--- src/hw/aperture_pkg.sv ---
// Shared constants and types for the aperture delay and reference capture block.
// Assumes a single 100 MHz clock domain and a plain strobed register port.
`default_nettype none
package aperture_pkg;
    // Register bus.
    localparam int DATA_W = 32;
    localparam int ADDR_W = 8;
    localparam logic [ADDR_W-1:0] CTRL_OFS = 8'h00;
    localparam logic [ADDR_W-1:0] COARSE_OFS = 8'h04;
    localparam logic [ADDR_W-1:0] FINE_OFS = 8'h08;
    localparam logic [ADDR_W-1:0] STATUS_OFS = 8'h0C;
    localparam logic [ADDR_W-1:0] REFCOUNT_OFS = 8'h10;
    // Control register fields.
    localparam int CTRL_INV_BIT = 0;
    localparam int CTRL_SINGLE_BIT = 1;
    localparam int CTRL_RAMP_EN_BIT = 2;
    localparam int CTRL_RAMP_FAST_BIT = 3;
    localparam int CTRL_SEL_LSB = 8;
    localparam int SEL_W = 4;
    // Status register fields.
    localparam int STAT_APPLIED_LSB = 0;
    localparam int STAT_BUSY_BIT = 8;
    localparam int STAT_SEEN_BIT = 9;
    // Delay codes: 256 settings each.
    localparam int DELAY_W = 8;
    localparam int COUNT_W = 16;
    // Reset values.
    localparam logic [DELAY_W-1:0] DELAY_RESET = 8'h00;
    localparam logic [SEL_W-1:0] SEL_RESET = 4'h0;
    // Clock period in ns; ramp timing in device clock cycles.
    localparam int CLOCK_PERIOD_NS = 10;
    localparam int RAMP_SLOW_CYCLES = 256;
    localparam int RAMP_FAST_CYCLES = 384;
    localparam int RAMP_FAST_STEPS = 4;
    localparam int RAMP_FAST_GAP = RAMP_FAST_CYCLES / RAMP_FAST_STEPS;
    localparam int RAMP_CNT_W = 9;

    typedef struct packed {
        logic invert;
        logic [DELAY_W-1:0] coarse;
        logic [DELAY_W-1:0] fine;
    } delay_cfg_t;

    typedef struct packed {
        logic rise;
        logic fall;
    } sample_edges_t;

    typedef enum logic [0:0] {
        RAMP_IDLE = 1'b0,
        RAMP_RUN = 1'b1
    } ramp_state_t;
endpackage
`default_nettype wire

--- src/hw/aperture_clock_ctrl.sv ---
// Clock control top: sampling edges, aperture delay codes, coarse ramp and reference capture.
// Assumes one 100 MHz clock, synchronous pin inputs and a strobed register port.
//
// How it works
// - In dual-channel mode only the rising-edge sample enable is raised.
// - In single-channel mode both edge enables are raised, doubling the sample rate.
// - Single-channel mode widens the reference capture window to two taps.
// - A lone reference pulse and a periodic reference are both captured on each rising edge.
// - The reference is registered through a fixed pipeline so the capture edge repeats every start.
// - The invert bit passes to the delay output as a half-period shift of the clock.
// - Coarse and fine codes are eight bits, giving 256 settings each.
// - Invert, coarse and fine are separate fields that combine freely.
// - The applied delay code goes to apertureDelay and its coarse part to the status register, not to capture; the position select sets the capture point.
// - Delay registers stay writable at any time with no lock.
// - With ramp enabled a coarse write steps the applied value instead of jumping.
// - The slow ramp moves one step per 256 cycles, the fast one four per 384.
// - With ramp enabled a coarse write starts a ramp only when idle and off target; a write mid-ramp only moves the target.
`default_nettype none
module aperture_clock_ctrl
    import aperture_pkg::*;
(
    // Clock and reset.
    input wire logic clock,
    input wire logic rst_n,
    // Register port.
    input wire logic [ADDR_W-1:0] addr,
    input wire logic [DATA_W-1:0] wrData,
    input wire logic wrStrobe,
    input wire logic rdStrobe,
    output logic [DATA_W-1:0] rdData,
    // Timing reference from the clock source.
    input wire logic sysrefIn,
    // Clock tree controls.
    output delay_cfg_t apertureDelay,
    output sample_edges_t sampleEdges,
    output logic sysrefCapture
);

////////////////////////////////////////////////////////////////////////////////
// Reset release.

    logic resetMeta_reg;
    logic resetSync_reg;

    always_ff @(posedge clock or negedge rst_n) begin
        if (!rst_n) begin
            resetMeta_reg <= 1'b0;
            resetSync_reg <= 1'b0;
        end else begin
            resetMeta_reg <= 1'b1;
            resetSync_reg <= resetMeta_reg;
        end
    end

    wire logic resetSync_n = resetSync_reg;

////////////////////////////////////////////////////////////////////////////////
// Register decode.

    wire logic hitCtrl = (addr == CTRL_OFS);
    wire logic hitCoarse = (addr == COARSE_OFS);
    wire logic hitFine = (addr == FINE_OFS);
    wire logic hitStatus = (addr == STATUS_OFS);
    wire logic hitCount = (addr == REFCOUNT_OFS);

    // No lock on these writes: a live change may briefly upset the serial link.
    wire logic wrCtrl = wrStrobe & hitCtrl;
    wire logic wrCoarse = wrStrobe & hitCoarse;
    wire logic wrFine = wrStrobe & hitFine;

////////////////////////////////////////////////////////////////////////////////
// Control registers.

    logic invert_reg;
    logic single_reg;
    logic rampEn_reg;
    logic rampFast_reg;
    logic [SEL_W-1:0] posSel_reg;
    logic [DELAY_W-1:0] coarseTarget_reg;
    logic [DELAY_W-1:0] fine_reg;
    logic coarseWrite_reg;

    always_ff @(posedge clock or negedge resetSync_n) begin
        if (!resetSync_n) begin
            invert_reg <= 1'b0;
            single_reg <= 1'b0;
            rampEn_reg <= 1'b0;
            rampFast_reg <= 1'b0;
            posSel_reg <= SEL_RESET;
        end else if (wrCtrl) begin
            invert_reg <= wrData[CTRL_INV_BIT];
            single_reg <= wrData[CTRL_SINGLE_BIT];
            rampEn_reg <= wrData[CTRL_RAMP_EN_BIT];
            rampFast_reg <= wrData[CTRL_RAMP_FAST_BIT];
            posSel_reg <= wrData[CTRL_SEL_LSB +: SEL_W];
        end
    end

    always_ff @(posedge clock or negedge resetSync_n) begin
        if (!resetSync_n) begin
            coarseTarget_reg <= DELAY_RESET;
            fine_reg <= DELAY_RESET;
            coarseWrite_reg <= 1'b0;
        end else begin
            coarseWrite_reg <= wrCoarse;
            if (wrCoarse) begin
                coarseTarget_reg <= wrData[DELAY_W-1:0];
            end
            if (wrFine) begin
                fine_reg <= wrData[DELAY_W-1:0];
            end
        end
    end

////////////////////////////////////////////////////////////////////////////////
// Coarse ramp and reference capture.

    logic [DELAY_W-1:0] coarseApplied;
    logic rampBusy;
    logic capturePulse;

    coarse_ramp rampUnit (
        .clock(clock),
        .resetSync_n(resetSync_n),
        .rampEnable(rampEn_reg),
        .rampFast(rampFast_reg),
        .targetWrite(coarseWrite_reg),
        .target(coarseTarget_reg),
        .applied(coarseApplied),
        .busy(rampBusy)
    );

    sysref_capture captureUnit (
        .clock(clock),
        .resetSync_n(resetSync_n),
        .sysrefIn(sysrefIn),
        .singleMode(single_reg),
        .positionSel(posSel_reg),
        .capturePulse(capturePulse)
    );

    logic seen_reg;
    logic [COUNT_W-1:0] refCount_reg;
    wire logic countFull = &refCount_reg;

    // The counter saturates so software never sees a wrapped, misleadingly small value.
    always_ff @(posedge clock or negedge resetSync_n) begin
        if (!resetSync_n) begin
            seen_reg <= 1'b0;
            refCount_reg <= '0;
        end else if (capturePulse) begin
            seen_reg <= 1'b1;
            refCount_reg <= countFull ? refCount_reg : refCount_reg + 16'h0001;
        end
    end

////////////////////////////////////////////////////////////////////////////////
// Clock tree outputs.

    wire delay_cfg_t delayNext = '{invert: invert_reg, coarse: coarseApplied, fine: fine_reg};
    wire sample_edges_t edgesNext = '{rise: 1'b1, fall: single_reg};

    delay_cfg_t delay_reg;
    sample_edges_t edges_reg;
    logic capture_reg;

    always_ff @(posedge clock or negedge resetSync_n) begin
        if (!resetSync_n) begin
            delay_reg <= '0;
            edges_reg <= '{rise: 1'b1, fall: 1'b0};
            capture_reg <= 1'b0;
        end else begin
            delay_reg <= delayNext;
            edges_reg <= edgesNext;
            capture_reg <= capturePulse;
        end
    end

    assign apertureDelay = delay_reg;
    assign sampleEdges = edges_reg;
    assign sysrefCapture = capture_reg;

////////////////////////////////////////////////////////////////////////////////
// Read path.

    wire logic [DATA_W-1:0] ctrlView = {
        {(DATA_W - CTRL_SEL_LSB - SEL_W){1'b0}}, posSel_reg,
        {(CTRL_SEL_LSB - CTRL_RAMP_FAST_BIT - 1){1'b0}},
        rampFast_reg, rampEn_reg, single_reg, invert_reg
    };
    wire logic [DATA_W-1:0] statusView = {
        {(DATA_W - STAT_SEEN_BIT - 1){1'b0}}, seen_reg, rampBusy, coarseApplied
    };
    wire logic [DATA_W-1:0] readMux =
        hitCtrl ? ctrlView :
        hitCoarse ? {{(DATA_W - DELAY_W){1'b0}}, coarseTarget_reg} :
        hitFine ? {{(DATA_W - DELAY_W){1'b0}}, fine_reg} :
        hitStatus ? statusView :
        hitCount ? {{(DATA_W - COUNT_W){1'b0}}, refCount_reg} :
        '0;

    logic [DATA_W-1:0] rdData_reg;

    always_ff @(posedge clock or negedge resetSync_n) begin
        if (!resetSync_n) begin
            rdData_reg <= '0;
        end else begin
            rdData_reg <= rdStrobe ? readMux : '0;
        end
    end

    assign rdData = rdData_reg;

////////////////////////////////////////////////////////////////////////////////
// Checks.

    a_dual_rise_only: assert property (@(posedge clock) disable iff (!resetSync_n)
        !single_reg |=> (sampleEdges.rise && !sampleEdges.fall))
        else $error("Dual-channel mode must sample on the rising edge only.");

    a_single_both_edges: assert property (@(posedge clock) disable iff (!resetSync_n)
        single_reg |=> (sampleEdges.rise && sampleEdges.fall))
        else $error("Single-channel mode must sample on both edges.");

    a_invert_to_tree: assert property (@(posedge clock) disable iff (!resetSync_n)
        wrCtrl ##1 !wrCtrl |=> (apertureDelay.invert == $past(wrData[CTRL_INV_BIT], 2)))
        else $error("Invert setting did not reach the clock tree.");

    a_fine_to_tree: assert property (@(posedge clock) disable iff (!resetSync_n)
        wrFine ##1 !wrFine |=> (apertureDelay.fine == $past(wrData[DELAY_W-1:0], 2)))
        else $error("Fine setting did not reach the clock tree.");

    a_coarse_direct: assert property (@(posedge clock) disable iff (!resetSync_n)
        (wrCoarse && !rampEn_reg) ##1 (!wrCoarse && !wrCtrl)[*2]
        |=> (apertureDelay.coarse == $past(coarseTarget_reg)))
        else $error("Coarse write without ramp did not apply.");

    a_ramp_holds: assert property (@(posedge clock) disable iff (!resetSync_n)
        (wrCoarse && rampEn_reg && !rampBusy && !wrCtrl && wrData[DELAY_W-1:0] != coarseApplied)
        |=> ##1 (coarseApplied == $past(coarseApplied, 2)))
        else $error("Ramped coarse write took effect at once.");

    a_ramp_starts: assert property (@(posedge clock) disable iff (!resetSync_n)
        (coarseWrite_reg && rampEn_reg && !wrCtrl && coarseTarget_reg != coarseApplied) |=> rampBusy)
        else $error("Coarse write with ramp enabled did not start a ramp.");

    a_ramp_ends: assert property (@(posedge clock) disable iff (!resetSync_n)
        (rampBusy && !wrCoarse && !wrCtrl && coarseApplied == coarseTarget_reg) |=> !rampBusy)
        else $error("Ramp did not stop at its target.");

    a_read_one_cycle: assert property (@(posedge clock) disable iff (!resetSync_n)
        !rdStrobe |=> (rdData == '0))
        else $error("Read data outside the answer cycle.");

    a_single_to_tree: assert property (@(posedge clock) disable iff (!resetSync_n)
        wrCtrl ##1 !wrCtrl |=> (sampleEdges.fall == $past(wrData[CTRL_SINGLE_BIT], 2)))
        else $error("Single-channel setting did not reach the edge enables.");

    a_fine_keeps_invert: assert property (@(posedge clock) disable iff (!resetSync_n)
        wrFine |=> ##1 (apertureDelay.invert == $past(apertureDelay.invert)))
        else $error("Fine write disturbed the invert setting.");

    a_coarse_keeps_fine: assert property (@(posedge clock) disable iff (!resetSync_n)
        wrCoarse |=> ##1 (apertureDelay.fine == $past(apertureDelay.fine)))
        else $error("Coarse write disturbed the fine setting.");

    a_ramp_off_follows: assert property (@(posedge clock) disable iff (!resetSync_n)
        !rampEn_reg |=> (coarseApplied == $past(coarseTarget_reg)))
        else $error("Coarse value did not follow its target with the ramp off.");

    a_ramp_one_step: assert property (@(posedge clock) disable iff (!resetSync_n)
        (rampEn_reg && $past(rampEn_reg) && coarseApplied != $past(coarseApplied))
        |-> (coarseApplied == $past(coarseApplied) + 8'h01 || coarseApplied == $past(coarseApplied) - 8'h01))
        else $error("Ramped coarse value moved by more than one step.");

    a_busy_needs_ramp: assert property (@(posedge clock) disable iff (!resetSync_n)
        (rampBusy && !rampEn_reg) |=> !rampBusy)
        else $error("Ramp kept running after it was disabled.");

    a_ramp_no_early: assert property (@(posedge clock) disable iff (!resetSync_n)
        (rampBusy && !wrCoarse && !wrCtrl) |=> (rampBusy || coarseApplied == coarseTarget_reg))
        else $error("Ramp stopped short of its target.");

    a_capture_delay: assert property (@(posedge clock) disable iff (!resetSync_n)
        capturePulse |=> sysrefCapture)
        else $error("Reference capture left the fixed pipeline.");

    a_capture_single: assert property (@(posedge clock) disable iff (!resetSync_n)
        sysrefCapture |=> !sysrefCapture)
        else $error("Reference capture pulse lasted more than one cycle.");

    a_capture_recorded: assert property (@(posedge clock) disable iff (!resetSync_n)
        capturePulse |=> (seen_reg && refCount_reg != '0))
        else $error("Capture not recorded in the status registers.");
endmodule
`default_nettype wire

--- src/hw/coarse_ramp.sv ---
// Coarse delay applicator with an optional gradual ramp toward the written target.
// Assumes an active-low reset from the parent's reset synchroniser, applied asynchronously and released in step with the clock.
`default_nettype none
module coarse_ramp
    import aperture_pkg::*;
(
    // Clock and reset.
    input wire logic clock,
    input wire logic resetSync_n,
    // Control.
    input wire logic rampEnable,
    input wire logic rampFast,
    input wire logic targetWrite,
    input wire logic [DELAY_W-1:0] target,
    // Result.
    output logic [DELAY_W-1:0] applied,
    output logic busy
);
    ramp_state_t state_reg, state_next;
    logic [RAMP_CNT_W-1:0] cnt_reg, cnt_next;
    logic [DELAY_W-1:0] applied_reg, applied_next;
    wire logic [RAMP_CNT_W-1:0] lastCount = rampFast ? RAMP_CNT_W'(RAMP_FAST_GAP - 1)
                                                     : RAMP_CNT_W'(RAMP_SLOW_CYCLES - 1);
    wire logic atTarget = (applied_reg == target);
    wire logic stepNow = (state_reg == RAMP_RUN) && (cnt_reg >= lastCount);
    wire logic [DELAY_W-1:0] stepped = (applied_reg < target) ? applied_reg + 8'h01 : applied_reg - 8'h01;

    always_comb begin
        state_next = state_reg;
        cnt_next = cnt_reg;
        applied_next = applied_reg;
        case (state_reg)
            RAMP_IDLE: begin
                cnt_next = '0;
                if (!rampEnable) begin
                    applied_next = target;
                end else if (targetWrite && !atTarget) begin
                    state_next = RAMP_RUN;
                end
            end
            RAMP_RUN: begin
                // A rewrite only moves the target; the ramp keeps its present value and pace.
                if (!rampEnable) begin
                    applied_next = target;
                    state_next = RAMP_IDLE;
                end else if (atTarget) begin
                    state_next = RAMP_IDLE;
                end else if (stepNow) begin
                    applied_next = stepped;
                    cnt_next = '0;
                    if (stepped == target) begin
                        state_next = RAMP_IDLE;
                    end
                end else begin
                    cnt_next = cnt_reg + 9'h001;
                end
            end
            default: begin
                state_next = RAMP_IDLE;
            end
        endcase
    end

    always_ff @(posedge clock or negedge resetSync_n) begin
        if (!resetSync_n) begin
            state_reg <= RAMP_IDLE;
            cnt_reg <= '0;
            applied_reg <= DELAY_RESET;
        end else begin
            state_reg <= state_next;
            cnt_reg <= cnt_next;
            applied_reg <= applied_next;
        end
    end

    assign applied = applied_reg;
    assign busy = (state_reg == RAMP_RUN);

    a_ramp_pace: assert property (@(posedge clock) disable iff (!resetSync_n)
        (rampEnable && $past(rampEnable) && applied_reg != $past(applied_reg))
        |-> ($past(cnt_reg) == $past(lastCount)))
        else $error("Coarse step taken off the ramp pace.");
endmodule
`default_nettype wire

--- src/hw/sysref_capture.sv ---
// Reference capture: delay taps, position select, dual-edge window and edge detect.
// Assumes the reference input is already synchronous to the device clock.
`default_nettype none
module sysref_capture
    import aperture_pkg::*;
(
    // Clock and reset.
    input wire logic clock,
    input wire logic resetSync_n,
    // Reference and configuration.
    input wire logic sysrefIn,
    input wire logic singleMode,
    input wire logic [SEL_W-1:0] positionSel,
    // Result.
    output logic capturePulse
);
    localparam int TAPS = (1 << SEL_W) + 1;
    logic [TAPS-1:0] tap_reg;
    logic prev_reg;
    logic pulse_reg;
    wire logic [SEL_W:0] selNext = {1'b0, positionSel} + 5'h01;
    // Dual-edge sampling spans two half periods, so the window covers two taps.
    wire logic windowed = tap_reg[positionSel] | (singleMode & tap_reg[selNext]);
    wire logic risingRef = windowed & ~prev_reg;

    always_ff @(posedge clock or negedge resetSync_n) begin
        if (!resetSync_n) begin
            tap_reg <= '0;
            prev_reg <= 1'b0;
            pulse_reg <= 1'b0;
        end else begin
            tap_reg <= {tap_reg[TAPS-2:0], sysrefIn};
            prev_reg <= windowed;
            pulse_reg <= risingRef;
        end
    end

    assign capturePulse = pulse_reg;

    a_ref_edge: assert property (@(posedge clock) disable iff (!resetSync_n)
        capturePulse |-> ($past(windowed) && !$past(prev_reg)))
        else $error("Reference captured without a rising edge.");
endmodule
`default_nettype wire

--- config.mk ---
export PLATFORM = sky130hd
export DESIGN_NAME = aperture_clock_ctrl
export DESIGN_NICKNAME = d
export VERILOG_FILES = /design/src/hw/aperture_pkg.sv /design/src/hw/aperture_clock_ctrl.sv /design/src/hw/coarse_ramp.sv /design/src/hw/sysref_capture.sv
export SDC_FILE = /design/constraint.sdc
export NUM_CORES = 1
export LEC_CHECK = 0
export ABC_CLOCK_PERIOD_IN_PS = 9400
export BUFFER_PORTS_ARGS = -buffer_cell sky130_fd_sc_hd__buf_2
export CORE_UTILIZATION = 50
export CTS_CLUSTER_DIAMETER = 40
export DETAILED_ROUTE_END_ITERATION = 8
export MAX_ROUTING_LAYER = met4
export PLACE_DENSITY_LB_ADDON = 0.15
export RECOVER_POWER = 50
export SETUP_SLACK_MARGIN = 0.05
export SYNTH_ARGS = -nofsm -noshare
export SYNTH_HDL_FRONTEND = slang
export SYNTH_SLANG_ARGS = --single-unit
--- constraint.sdc ---
create_clock -name clock -period 9.4 [get_ports clock]
set_clock_uncertainty 0.15 [all_clocks]
set_input_delay 0.47 -clock clock [delete_from_list [all_inputs] [get_ports clock]]
set_output_delay 0.47 -clock clock [all_outputs]
set_load 0.005 [all_outputs]
# Word level (Yosys, flattened, before mapping)
# Index checks and enable logic that the tools add are counted.
dict set report word_totals {
  elab_cells 89
  register_bits 116
}
dict set report op_classes {
  bitwise 9
  n_lt_le_gt_ge 4
  eq_ne 11
  addsub 5
  muxes 28
  n_reduce_logical 8
}
# operator n
set op_table {}
lappend op_table {{$mux 16} 6}
lappend op_table {{$mux 8} 6}
lappend op_table {{$mux 9} 3}
lappend op_table {{$pmux 9 s2} 1}
lappend op_table {{$add 16x1->16 const B} 1}
lappend op_table {{$eq 8x4->1 const B} 2}
lappend op_table {{$eq 8x8->1} 2}
lappend op_table {{$pmux 8 s2} 1}
lappend op_table {{$reduce_and 16->1} 1}
lappend op_table {{$add 9x1->9 const B} 1}
lappend op_table {{$ge 9x9->1} 1}
lappend op_table {{$add 8x1->8 const B} 1}
lappend op_table {{$eq 8x3->1 const B} 1}
lappend op_table {{$eq 8x5->1 const B} 1}
lappend op_table {{$logic_not 8->1} 1}
lappend op_table {{$lt 8x8->1} 1}
lappend op_table {{$mux 1} 8}
lappend op_table {{$sub 8x1->8 const B} 1}
lappend op_table {{$lt 4x6->1 const B} 1}
lappend op_table {{$lt 5x6->1 const B} 1}
lappend op_table {{$ne 2x2->1 const B} 3}
lappend op_table {{$ne 3x3->1 const B} 2}
lappend op_table {{$add 4x1->5 const B} 1}
lappend op_table {{$and 1x1->1} 5}
lappend op_table {{9 further kinds} 13}

# Logic depth before layout (Yosys ltp)
# Gate-level depths: netlist (run 1).
dict set report logic_depth {
  word_depth 8
  ltp_mapped 16
}

# Cells and area by module
# A second synthesis (run 1) with hierarchy kept.
dict set report hier_totals {
  cells_unflattened 530
  hier_area_um2 5945.7
}
# mod cells_per_inst area_each_um2 seq_area_each_um2 instances
set modules_own_cells {}
lappend modules_own_cells {aperture_clock_ctrl 271 3359.5 1976.9 1}
lappend modules_own_cells {coarse_ramp 193 1641.6 450.4 1}
lappend modules_own_cells {sysref_capture 66 944.7 475.5 1}

# Least setup slack after synthesis (run 1)
# OpenSTA, ideal clock, no wires.
dict set report synth_timing {
  path_kind {register to register}
  startpoint {reg coarseTarget_reg[5]}
  endpoint {reg rampUnit.state_reg (netlist: rampUnit.busy)}
  period_less_slack_ns 3.527
  path_stages_with_launch 16
  setup_ns 0.132
  setup_slack_ns 5.873
  arrival_time_ns 3.244
  required_time_ns 9.118
  path_cell_list {dfrtp_1 -> clkbuf_1 -> inv_1 -> ha_1 -> nand4_1 -> a21oi_1 -> a211oi_1 -> inv_1 -> ha_1 -> xnor2_1 -> o211ai_1 -> o311ai_0 -> o32a_1 -> nand4_1 -> nor4_1 -> a211oi_1}
}
dict set report synth_between {
  elab_chain_cells 8
  word_cells_on_any_way 13
}
# item line_no
set synth_rtl {}
lappend synth_rtl {{from (decl)} aperture_clock_ctrl.sv:79} ;# logic [DELAY_W-1:0] coarseTarget_reg;
lappend synth_rtl {{from (signal assigned)} aperture_clock_ctrl.sv:107} ;# coarseTarget_reg <= wrData[DELAY_W-1:0];
lappend synth_rtl {{$lt 8x8->1} coarse_ramp.sv:26} ;# wire logic [DELAY_W-1:0] stepped = (applied_reg < target) ? applied_reg + 8'h01 : applied_reg - 8'h01;
lappend synth_rtl {{$mux 8} coarse_ramp.sv:26}
lappend synth_rtl {{$eq 8x8->1} coarse_ramp.sv:51} ;# if (stepped == target) begin
lappend synth_rtl {{$mux 1} coarse_ramp.sv:51}
lappend synth_rtl {{$mux 1} coarse_ramp.sv:48} ;# end else if (stepNow) begin
lappend synth_rtl {{$mux 1} coarse_ramp.sv:46} ;# end else if (atTarget) begin
lappend synth_rtl {{$mux 1} coarse_ramp.sv:43} ;# if (!rampEnable) begin
lappend synth_rtl {{$pmux 1 s2 (*)} coarse_ramp.sv:32} ;# case (state_reg)
lappend synth_rtl {{named net rampUnit.state_next} coarse_ramp.sv:19} ;# ramp_state_t state_reg, state_next;
lappend synth_rtl {{to (signal assigned)} coarse_ramp.sv:70} ;# state_reg <= state_next;
lappend synth_rtl {{to (decl)} coarse_ramp.sv:19}
# The timed path passes the listed nets; every way through them passes the cells marked *.
# A chain may end at the register's enable or synchronous reset.

# Worst setup path after layout (run 1)
dict set report layout_timing {
  startpoint {reg coarseTarget_reg[1]}
  endpoint {reg rampUnit.state_reg (netlist: rampUnit.busy)}
}
# Same word-level chain as after synthesis.

==> impl_metrics.yaml, run 1 <==
cts:
  cts_sinks: 116
  tritoncts: "built"
  post_cts_buffers: 0
  insertion_delay_ns: 0.42
  cts-buffers-inserted: 17
  clk_pin_slew_ns: 0.05
  cts-root-buf: "clkbuf_16"
  h-tree-depth: 4
  cts.path.max_buffers: 2
synthesis:
  synth_commonest_cells: "116 x dfrtp_1, 32 x nor2_1, 31 x nand2_1, 31 x o21ai_0, 26 x a21oi_1"
  synth_top_cell_by_area: "dfrtp_1"
  yosys_warnings: 0
  synth_top_area_share_pct: 51.2
  synth_cells: 505
  synth_ff_type: "dfrtp_1"
  avgSynthCellArea_um2: 11.2
  synth_cell_types: 62
  synth_area_mm2: 0.00567
  synth.area.top_cells: "dfrtp_1 51%, ha_1 4.2%, xnor2_1 3.9%"
  synth_edf_count: 0
  synth-seq-cells: 116
  seq_area_frac_synth_pct: 51.2
  ys_async_sr_fraction_pct: 100
  synth.most_common_cell: "dfrtp_1"
critical_path:
  critPathArrivalTime_ns: 4.27
  rrSetupSlack_ns: 5.26
  cp.required_ns: 9.53
  crit_path_start: "coarseTarget_reg[1]$_DFFE_PN0P_"
  cp-end-kind: "flop"
  critical_path_class: "flop to flop"
  cp_num_buf_inv: 2
  crit_fanout: 6
  cp_cell_sequence: "inv_1 -> ha_1 -> nor2b_1 -> o211ai_1 -> a21oi_1 -> a211oi_1 -> inv_1 -> ha_1 -> xnor2_1 -> o211ai_1 -> o311ai_0 -> o32a_1 -> nand4_1 -> nor4_1 -> a211oi_1"
  startpoint_type: "flop"
  cp_slowest_cell: "a211oi_1"
  path_delay_family: "compound AO/OA/AOI/OAI gates"
  endpoint: "rampUnit.busy$_DFF_PN0_"
  rr_worst_depth: 15
  critPathMaxStageDelay_ns: 0.51
  crit_cells: 15
  r2r_end: "rampUnit.busy$_DFF_PN0_"
  r2r_start: "coarseTarget_reg[1]$_DFFE_PN0P_"
die:
  die_w_um: 109
  start_util_pct: 51.9
  die_h_um: 109
  die_area_mm2: 0.0118
  rows: 38
  pin_count: 97
  core_region_area_mm2: 0.0109
route:
  vias_per_cell: 5.61
  drt_wl_total_um: 12300
  wire_per_inst_um: 17.1
  drt_pass1_iterations: 8
  drc_errors: 0
  drtAntennaViolNets: 0
  vias: 4014
  drt_iter0_markers: 207
power:
  ir_drop_uv: 168
  p_leak_uw: 0.00303
  finalPower_uw: 1590
  power_density_mw_per_mm2: 242
sta:
  max-slew-margin-rel_pct: -39.6
  finalSetupViolations: 0
  worst_slew_pin_slew_ns: 2.09
  timing.final.crit_period_ns: 4.14
  hold_viol: 0
  worst_slack_ns: 5.26
  slew_violations: 70
  max_freq_mhz: 241
  rsz0062_at_grt: "no"
  setup_tns_ns: 0
  hold_ws_ns: 0.0205
  min_period_over_period_pct: 44.1
placed_design:
  gp_congestion: 0.923
  io_buffer_count: 59
  placed_area_mm2: 0.00597
  place_hpwl_um: 8580
  preCtsSetupSlack_ns: 5.34
worst_hold_path:
  hold_class: "input port to flop"
  hold_start: "sysrefIn"
grt:
  grt_util_met3_pct: 6.57
  met2_usage_pct: 38.3
  grt_pass1_wl_um: 20100
  gr-max-usage-layer: "met2"
  globalRouteTotalUtil_pct: 24.1
  grt_pass1_vias: 3983
  antenna_found_initial: 0
  grt_remaining_overflow: 0
  grt_use_met1_pct: 29.1
  grt_max_degree: 64
final_layout:
  drive_above_1_share_pct: 17.7
  areaGrowthSynthToFinish_pct: 16.0
  filler_cell_count: 941
  diodes: 0
  final_cell_area_mm2: 0.00658
  nets: 627
outcome:
  status: "complete, but fails checks"
  failed_checks: "capacitance limit, slew limit"
flow_run:
  maxCapViolCount: 2
per-stage QoR:
step                      util (%)  instances
final                         60.2        715
after floorplan                  -        521
after global routing          60.2        715
after detailed placement      54.6        682
after CTS                     60.6        715
after global placement        54.6        682
routing by layer:
metal  routed length (um)  vias to the layer above
met5                    0                        -
met4                  226                        0
met3                  571                       22
met2                 6180                      112
met1                 5280                     2004
li1                     -                     1876
how the worst min path moves through the flow:
stage          slack [ns]  cells past startpoint                               end
3_3_place_gp         0.10                      1           resetMeta_reg$_DFF_PN0_
5_1_grt             0.007                      1  captureUnit.tap_reg[0]$_DFF_PN0_
4_1_cts              0.01                      1  captureUnit.tap_reg[0]$_DFF_PN0_
3_5_place_dp         0.11                      1           resetMeta_reg$_DFF_PN0_
6_report             0.02                      1  captureUnit.tap_reg[0]$_DFF_PN0_
2_1_floorplan        0.02                      0           resetMeta_reg$_DFF_PN0_
cell families (layout without fill, tap and decap cells):
logic type	after synthesis	after routing	synth area share [%]
AO/OA/AOI/OAI	106	106	11.9
XOR/XNOR	32	32	4.94
adder cells (fa/ha/maj)	20	20	4.54
buffers and inverters	56	110	5.51
flip-flops	116	116	51.2
multiplexers	34	34	8.25
other	2	18	0.132
AND/OR/NAND/NOR	139	139	13.6
layout make-up:
| type | count | area, um^2 | share of cell area (%) |
|---|---|---|---|
| timing repair buffer | 61 | 288 | 4.37 |
| inverter | 17 | 63.8 | 0.970 |
| clock buffer | 23 | 478 | 7.26 |
| tap | 140 | 175 | 2.66 |
| multi-input combinational | 349 | 2500 | 38.0 |
| clock inverter | 9 | 174 | 2.64 |
| sequential | 116 | 2900 | 44.1 |
power breakdown:
group	switching (uW)	internal, uW	total (uW)
sequential	44.3	533	577
combinational	167	143	310
clock	218	490	707
total	429	1170	1590
cells in the final DEF, fill, tap and decap left out, types with 18 or more instances in the layout:
cell / synthesis / routed
a21oi_1: 26 / 26
ha_1: 19 / 19
nor2_1: 32 / 32
o21ai_0: 31 / 31
nand2_1: 31 / 31
conb_1: 2 / 18
clkbuf_1: 10 / 23
buf_2: 7 / 39
dfrtp_1: 116 / 116
xnor2_1: 25 / 25
repair_timing:
item / in CTS / in global routing
endpoints found under the hold margin: 2 / 0
setup endpoints to repair: 0 / 0
resized for setup: 0 / 0
hold buffers: 1 / 0
Note: power is estimated with default switching activity, not from simulation.
==> run 2, diff against run 1 <==
--- a/config.mk
+++ b/config.mk
@@ -5,7 +5,7 @@
 export SDC_FILE = /design/constraint.sdc
 export NUM_CORES = 1
 export LEC_CHECK = 0
-export ABC_CLOCK_PERIOD_IN_PS = 9400
+export ABC_CLOCK_PERIOD_IN_PS = 4300
 export BUFFER_PORTS_ARGS = -buffer_cell sky130_fd_sc_hd__buf_2
 export CORE_UTILIZATION = 50
 export CTS_CLUSTER_DIAMETER = 40
==> constraint.sdc (replaced) <==
create_clock -name clock -period 4.3 [get_ports clock]
set_clock_uncertainty 0.15 [all_clocks]
set_input_delay 0.215 -clock clock [delete_from_list [all_inputs] [get_ports clock]]
set_output_delay 0.215 -clock clock [all_outputs]
set_load 0.005 [all_outputs]
==> impl_metrics.yaml, run 2 (same netlist as run 1, synthesis figures left out) <==
die:
  start_util_pct: 51.9
  core_region_area_mm2: 0.0109
  rows: 38
  die_w_um: 109
  die_h_um: 109
  die_area_mm2: 0.0118
  pin_count: 97
final_layout:
  layout_commonest_cell: "dfrtp_1"
  final_cell_mix: "116 x dfrtp_1, 45 x buf_2, 32 x nor2_1, 31 x nand2_1, 31 x o21ai_0"
  ff_latch_area_mm2: 0.00290
  drive_above_1_share_pct: 18.3
  filler_cell_count: 903
  areaGrowthSynthToFinish_pct: 17.7
  diodes: 0
  nets: 643
  multiInputGateArea_mm2: 0.00252
grt:
  grt_max_degree: 62
  grt_remaining_overflow: 0
  grt_pass1_vias: 4054
  globalRouteTotalUtil_pct: 23.9
  antenna_found_initial: 0
  grt_pass1_wl_um: 20400
critical_path:
  critPathArrivalTime_ns: 4.07
  rr_worst_depth: 14
  crit_fanout: 8
  cp.required_ns: 4.43
  cp-end-kind: "flop"
  critical_path_class: "flop to flop"
  startpoint_type: "flop"
power:
  finalPower_uw: 3340
  switchingPower_uw: 936
  clkPwrFrac_pct: 41.2
  p_int_uw: 2400
  swShare_pct: 28.0
  p_leak_uw: 0.00309
  pwr-share-seq_pct: 37.8
  power_density_mw_per_mm2: 500
  ir_drop_uv: 401
  combPwrFrac_pct: 21.1
route:
  drt_iter0_markers: 230
  drt_wl_total_um: 12300
  drt_pass1_iterations: 6
  drtAntennaViolNets: 0
  drc_errors: 0
  vias: 4038
  vias_per_cell: 5.54
  wire_per_inst_um: 16.9
cts:
  cts-buffers-inserted: 17
  cts_sinks: 116
  insertion_delay_ns: 0.41
  post_cts_buffers: 0
  tritoncts: "built"
  cts-root-buf: "clkbuf_16"
  h-tree-depth: 4
  cts.path.max_buffers: 2
  clk_pin_slew_ns: 0.05
sta:
  setup_tns_ns: 0
  min_period_over_period_pct: 91.5
  rsz0062_at_grt: "no"
  hold_ws_ns: 0.0436
  hold_viol: 0
  slew_violations: 62
  timing.final.crit_period_ns: 3.94
  finalSetupViolations: 0
  max_freq_mhz: 254
  worst_slack_ns: 0.363
  max-slew-margin-rel_pct: -61.8
  worst_slew_pin_slew_ns: 2.43
outcome:
  status: "complete, but fails checks"
  failed_checks: "capacitance limit, slew limit"
flow_run:
  maxCapViolCount: 1
worst_hold_path:
  worstHoldPathCells: 3
  hold_class: "input port to flop"
placed_design:
  io_buffer_count: 59
  place_hpwl_um: 8460
  gp_congestion: 0.864
  preCtsSetupSlack_ns: 0.290
[run 2: cell count changes in the layout (fill, tap and decap cells not counted), moves of 2 or more]
cell / before / now
clkbuf_1: 23 / 21
dlygate4sd3_1: 1 / 15
nor3_1: 3 / 1
bufinv_16: 5 / 3
buf_2: 39 / 45
clkbuf_8: 3 / 1
[run 2: power by group through the flow]
stage	clock network, uW	logic, uW	registers [uW]
after floorplan	0	559	1250
after global placement	0	657	1270
after detailed placement	0	669	1280
after CTS	1390	698	1260
after global routing	1440	784	1270
final	1380	703	1260
[run 2: path summary, 6_finish.rpt]
| path | slack [ns] | startpoint | to |
|---|---|---|---|
| worst max-delay path | 0.36 | coarseTarget_reg[5]$_DFFE_PN0P_ | rampUnit.busy$_DFF_PN0_ |
| worst min-delay path | 0.04 | rdStrobe | rdData[5]$_DFF_PN0_ |
| worst max register to register | 0.36 | coarseTarget_reg[5]$_DFFE_PN0P_ | rampUnit.busy$_DFF_PN0_ |
| worst min register to register | 0.20 | resetMeta_reg$_DFF_PN0_ | resetSync_n$_DFF_PN0_ |
| max in group asynchronous | 1.41 | resetSync_n$_DFF_PN0_ | rdData[13]$_DFF_PN0_ |
| min in group asynchronous | 0.50 | rst_n | resetSync_n$_DFF_PN0_ |
[run 2: worst max-delay path: stages (launching register included)]
cell and delay, ns:
dfrtp_1 0.53, inv_1 0.13, ha_1 0.33, nand4_1 0.15
a21oi_1 0.08, a211oi_2 0.37, inv_1 0.22, ha_1 0.39
xnor2_1 0.39, o211ai_1 0.17, o311ai_0 0.16, o32a_1 0.23
nand4_1 0.10, nor4_1 0.30, a211oi_1 0.11
[run 2: layout make-up]
type	instances	area share (%)
clock inverter	6	1.57
clock buffer	24	6.91
timing repair buffer	77	6.69
multi-input combinational	349	37.8
sequential	116	43.5
inverter	17	0.955
tap	140	2.62
[run 2: metal layers]
metal / wire length [um] / vias to the layer above / global-route usage (%)
li1: - / 1917 / -
met1: 5340 / 2011 / 29.1
met2: 6160 / 89 / 37.7
met3: 533 / 21 / 6.69
met4: 262 / 0 / 8.88
met5: 0 / - / -
[run 2: repair_timing]
item	4_1_cts	5_1_grt
hold buffers	15	0
endpoints found under the setup margin	0	1
hold endpoints to repair	27	0
gates resized for setup	0	1
[run 2: stage by stage]
| step | std cells | instance area (um^2) | utilization (%) |
|---|---|---|---|
| floorplan | 521 | 5730 | - |
| global placement | 684 | 5980 | 54.7 |
| detailed placement | 684 | 5980 | 54.7 |
| CTS | 729 | 6700 | 61.3 |
| global route | 729 | 6680 | 61.1 |
| finish | 729 | 6680 | 61.1 |
==> run 3, diff against run 2 <==
--- a/config.mk
+++ b/config.mk
@@ -11,7 +11,7 @@
 export CTS_CLUSTER_DIAMETER = 40
 export DETAILED_ROUTE_END_ITERATION = 8
 export MAX_ROUTING_LAYER = met4
-export PLACE_DENSITY_LB_ADDON = 0.15
+export PLACE_DENSITY = 0.82
 export RECOVER_POWER = 50
 export SETUP_SLACK_MARGIN = 0.05
 export SYNTH_ARGS = -nofsm -noshare
==> impl_metrics.yaml, run 3 (same netlist as run 1, synthesis figures left out) <==
outcome:
  status: "complete, but fails checks"
  failed_checks: "capacitance limit, slew limit"
sta:
  finalSetupViolations: 0
  slew_violations: 77
  worst_slew_pin_slew_ns: 2.99
  max_freq_mhz: 259
  rsz0062_at_grt: "no"
  timing.final.crit_period_ns: 3.86
  max-slew-margin-rel_pct: -99.0
  hold_viol: 0
  min_period_over_period_pct: 89.9
  setup_tns_ns: 0
critical_path:
  cp_num_buf_inv: 1
  rr_worst_depth: 13
  critPathMaxStageDelay_ns: 0.48
  r2r_end: "rampUnit.busy$_DFF_PN0_"
  cp_slowest_cell: "dfrtp_1"
  critical_path_class: "flop to flop"
  rrSetupSlack_ns: 0.44
  crit_top_cell: "ha_1"
  crit_cells: 13
  endpoint: "rampUnit.busy$_DFF_PN0_"
  crit_fanout: 6
  cp-end-kind: "flop"
  cp_cell_sequence: "ha_1 -> a21oi_1 -> nand2_1 -> a211oi_2 -> inv_1 -> ha_1 -> xnor2_1 -> o211ai_1 -> o311ai_0 -> o32a_1 -> nand4_1 -> nor4_1 -> a211oi_1"
  critPathArrivalTime_ns: 4.00
  path_delay_family: "compound AO/OA/AOI/OAI gates"
  startpoint_type: "flop"
  r2r_start: "rampUnit.applied[6]$_DFFE_PN0P_"
  cp.required_ns: 4.43
  crit_path_start: "rampUnit.applied[6]$_DFFE_PN0P_"
cts:
  cts_sinks: 116
  cts-buffers-inserted: 17
  clk_pin_slew_ns: 0.05
  h-tree-depth: 4
  insertion_delay_ns: 0.42
  tritoncts: "built"
  cts.path.max_buffers: 2
  cts-root-buf: "clkbuf_16"
placed_design:
  gp_congestion: 0.892
  place_hpwl_um: 8560
  io_buffer_count: 59
grt:
  grt_remaining_overflow: 0
  grt_pass1_wl_um: 21600
  grt_max_degree: 77
  grt_pass1_vias: 4330
  antenna_found_initial: 0
  globalRouteTotalUtil_pct: 25.5
final_layout:
  multiInputGateArea_mm2: 0.00252
  final_cell_mix: "116 x dfrtp_1, 39 x buf_2, 32 x nor2_1, 31 x nand2_1, 31 x o21ai_0"
  layout_commonest_cell: "dfrtp_1"
  filler_cell_count: 893
  areaGrowthSynthToFinish_pct: 18.3
  ff_latch_area_mm2: 0.00290
  nets: 646
  drive_above_1_share_pct: 18.5
  diodes: 0
power:
  finalPower_uw: 3380
  ir_drop_uv: 321
  power_density_mw_per_mm2: 504
  p_leak_uw: 0.00309
flow_run:
  maxCapViolCount: 1
die:
  pin_count: 97
  start_util_pct: 51.9
  die_area_mm2: 0.0118
  die_w_um: 109
  die_h_um: 109
  core_region_area_mm2: 0.0109
  rows: 38
route:
  drt_wl_total_um: 13300
  drtAntennaViolNets: 0
  drt_iter0_markers: 241
  wire_per_inst_um: 18.1
  drt_pass1_iterations: 4
  vias_per_cell: 5.72
  drc_errors: 0
  vias: 4202
worst_hold_path:
  hold_class: "input port to flop"
==> run 3: cell types whose count changed in the layout (fill, tap and decap cells not counted), sizes merged <==
cell,change
buf,-2
clkbuf,+2
clkinvlp,+2
clkinv,+3
==> run 3: worst min-delay path, delay by kind of cell <==
family | cells | cell delay, ns
buf+inv | 1 | 0.19
simple gates | 2 | 0.14
==> run 3: layout make-up <==
type | instances | share of cell area [%]
repair buffers | 80 | 6.88
clock inverters | 11 | 2.01
flip-flops and latches | 116 | 43.2
inverters | 17 | 0.951
well taps | 140 | 2.61
multi-input cells | 349 | 37.6
clock buffers | 21 | 6.71
==> run 3: metal layers <==
layer / track usage (%) / share of wire (%) / up-vias
met5: - / 0 / -
met4: 11.7 / 2.5 / 0
met3: 5.91 / 4.0 / 37
met2: 43.3 / 53 / 137
met1: 28.5 / 41 / 2104
li1: - / - / 1924
==> run 3: worst min-delay path by stage <==
stage                     slack [ns]  depth (start not counted)                 endpoint  startpoint
final                           0.04                          3      rdData[5]$_DFF_PN0_    rdStrobe
after global routing            0.03                          3      rdData[5]$_DFF_PN0_    rdStrobe
after CTS                       0.02                          3      rdData[5]$_DFF_PN0_    rdStrobe
after detailed placement       -0.15                          1  resetMeta_reg$_DFF_PN0_       rst_n
after global placement         -0.15                          1  resetMeta_reg$_DFF_PN0_       rst_n
after floorplan                -0.23                          0  resetMeta_reg$_DFF_PN0_       rst_n
==> run 3: metrics by stage <==
step / cells / hold slack, ns / utilization [%] / area [um^2] / setup slack [ns]
2_1_floorplan: 521 / -0.231 / - / 5730 / 0.679
3_3_place_gp: 687 / -0.150 / 54.9 / 6000 / 0.396
3_5_place_dp: 687 / -0.147 / 54.9 / 6000 / 0.301
4_1_cts: 734 / 0.0152 / 61.6 / 6740 / 0.276
5_1_grt: 734 / 0.0319 / 61.4 / 6710 / 0.138
6_report: 734 / 0.0381 / 61.4 / 6710 / 0.436
==> run 3: report_power, final <==
| group | switching, uW | total [uW] | internal [uW] | leakage (uW) |
|---|---|---|---|---|
| clock | 478 | 1400 | 917 | 0.000286 |
| combinational | 394 | 722 | 329 | 0.00136 |
| sequential | 100 | 1260 | 1160 | 0.00144 |
| total | 972 | 3380 | 2410 | 0.00309 |
==> run 3: timing repair <==
action,CTS,global route
hold buffers,15,0
endpoints found under the setup margin,0,1
resized for setup,0,1
setup buffers,0,0
endpoints found under the hold margin,27,0
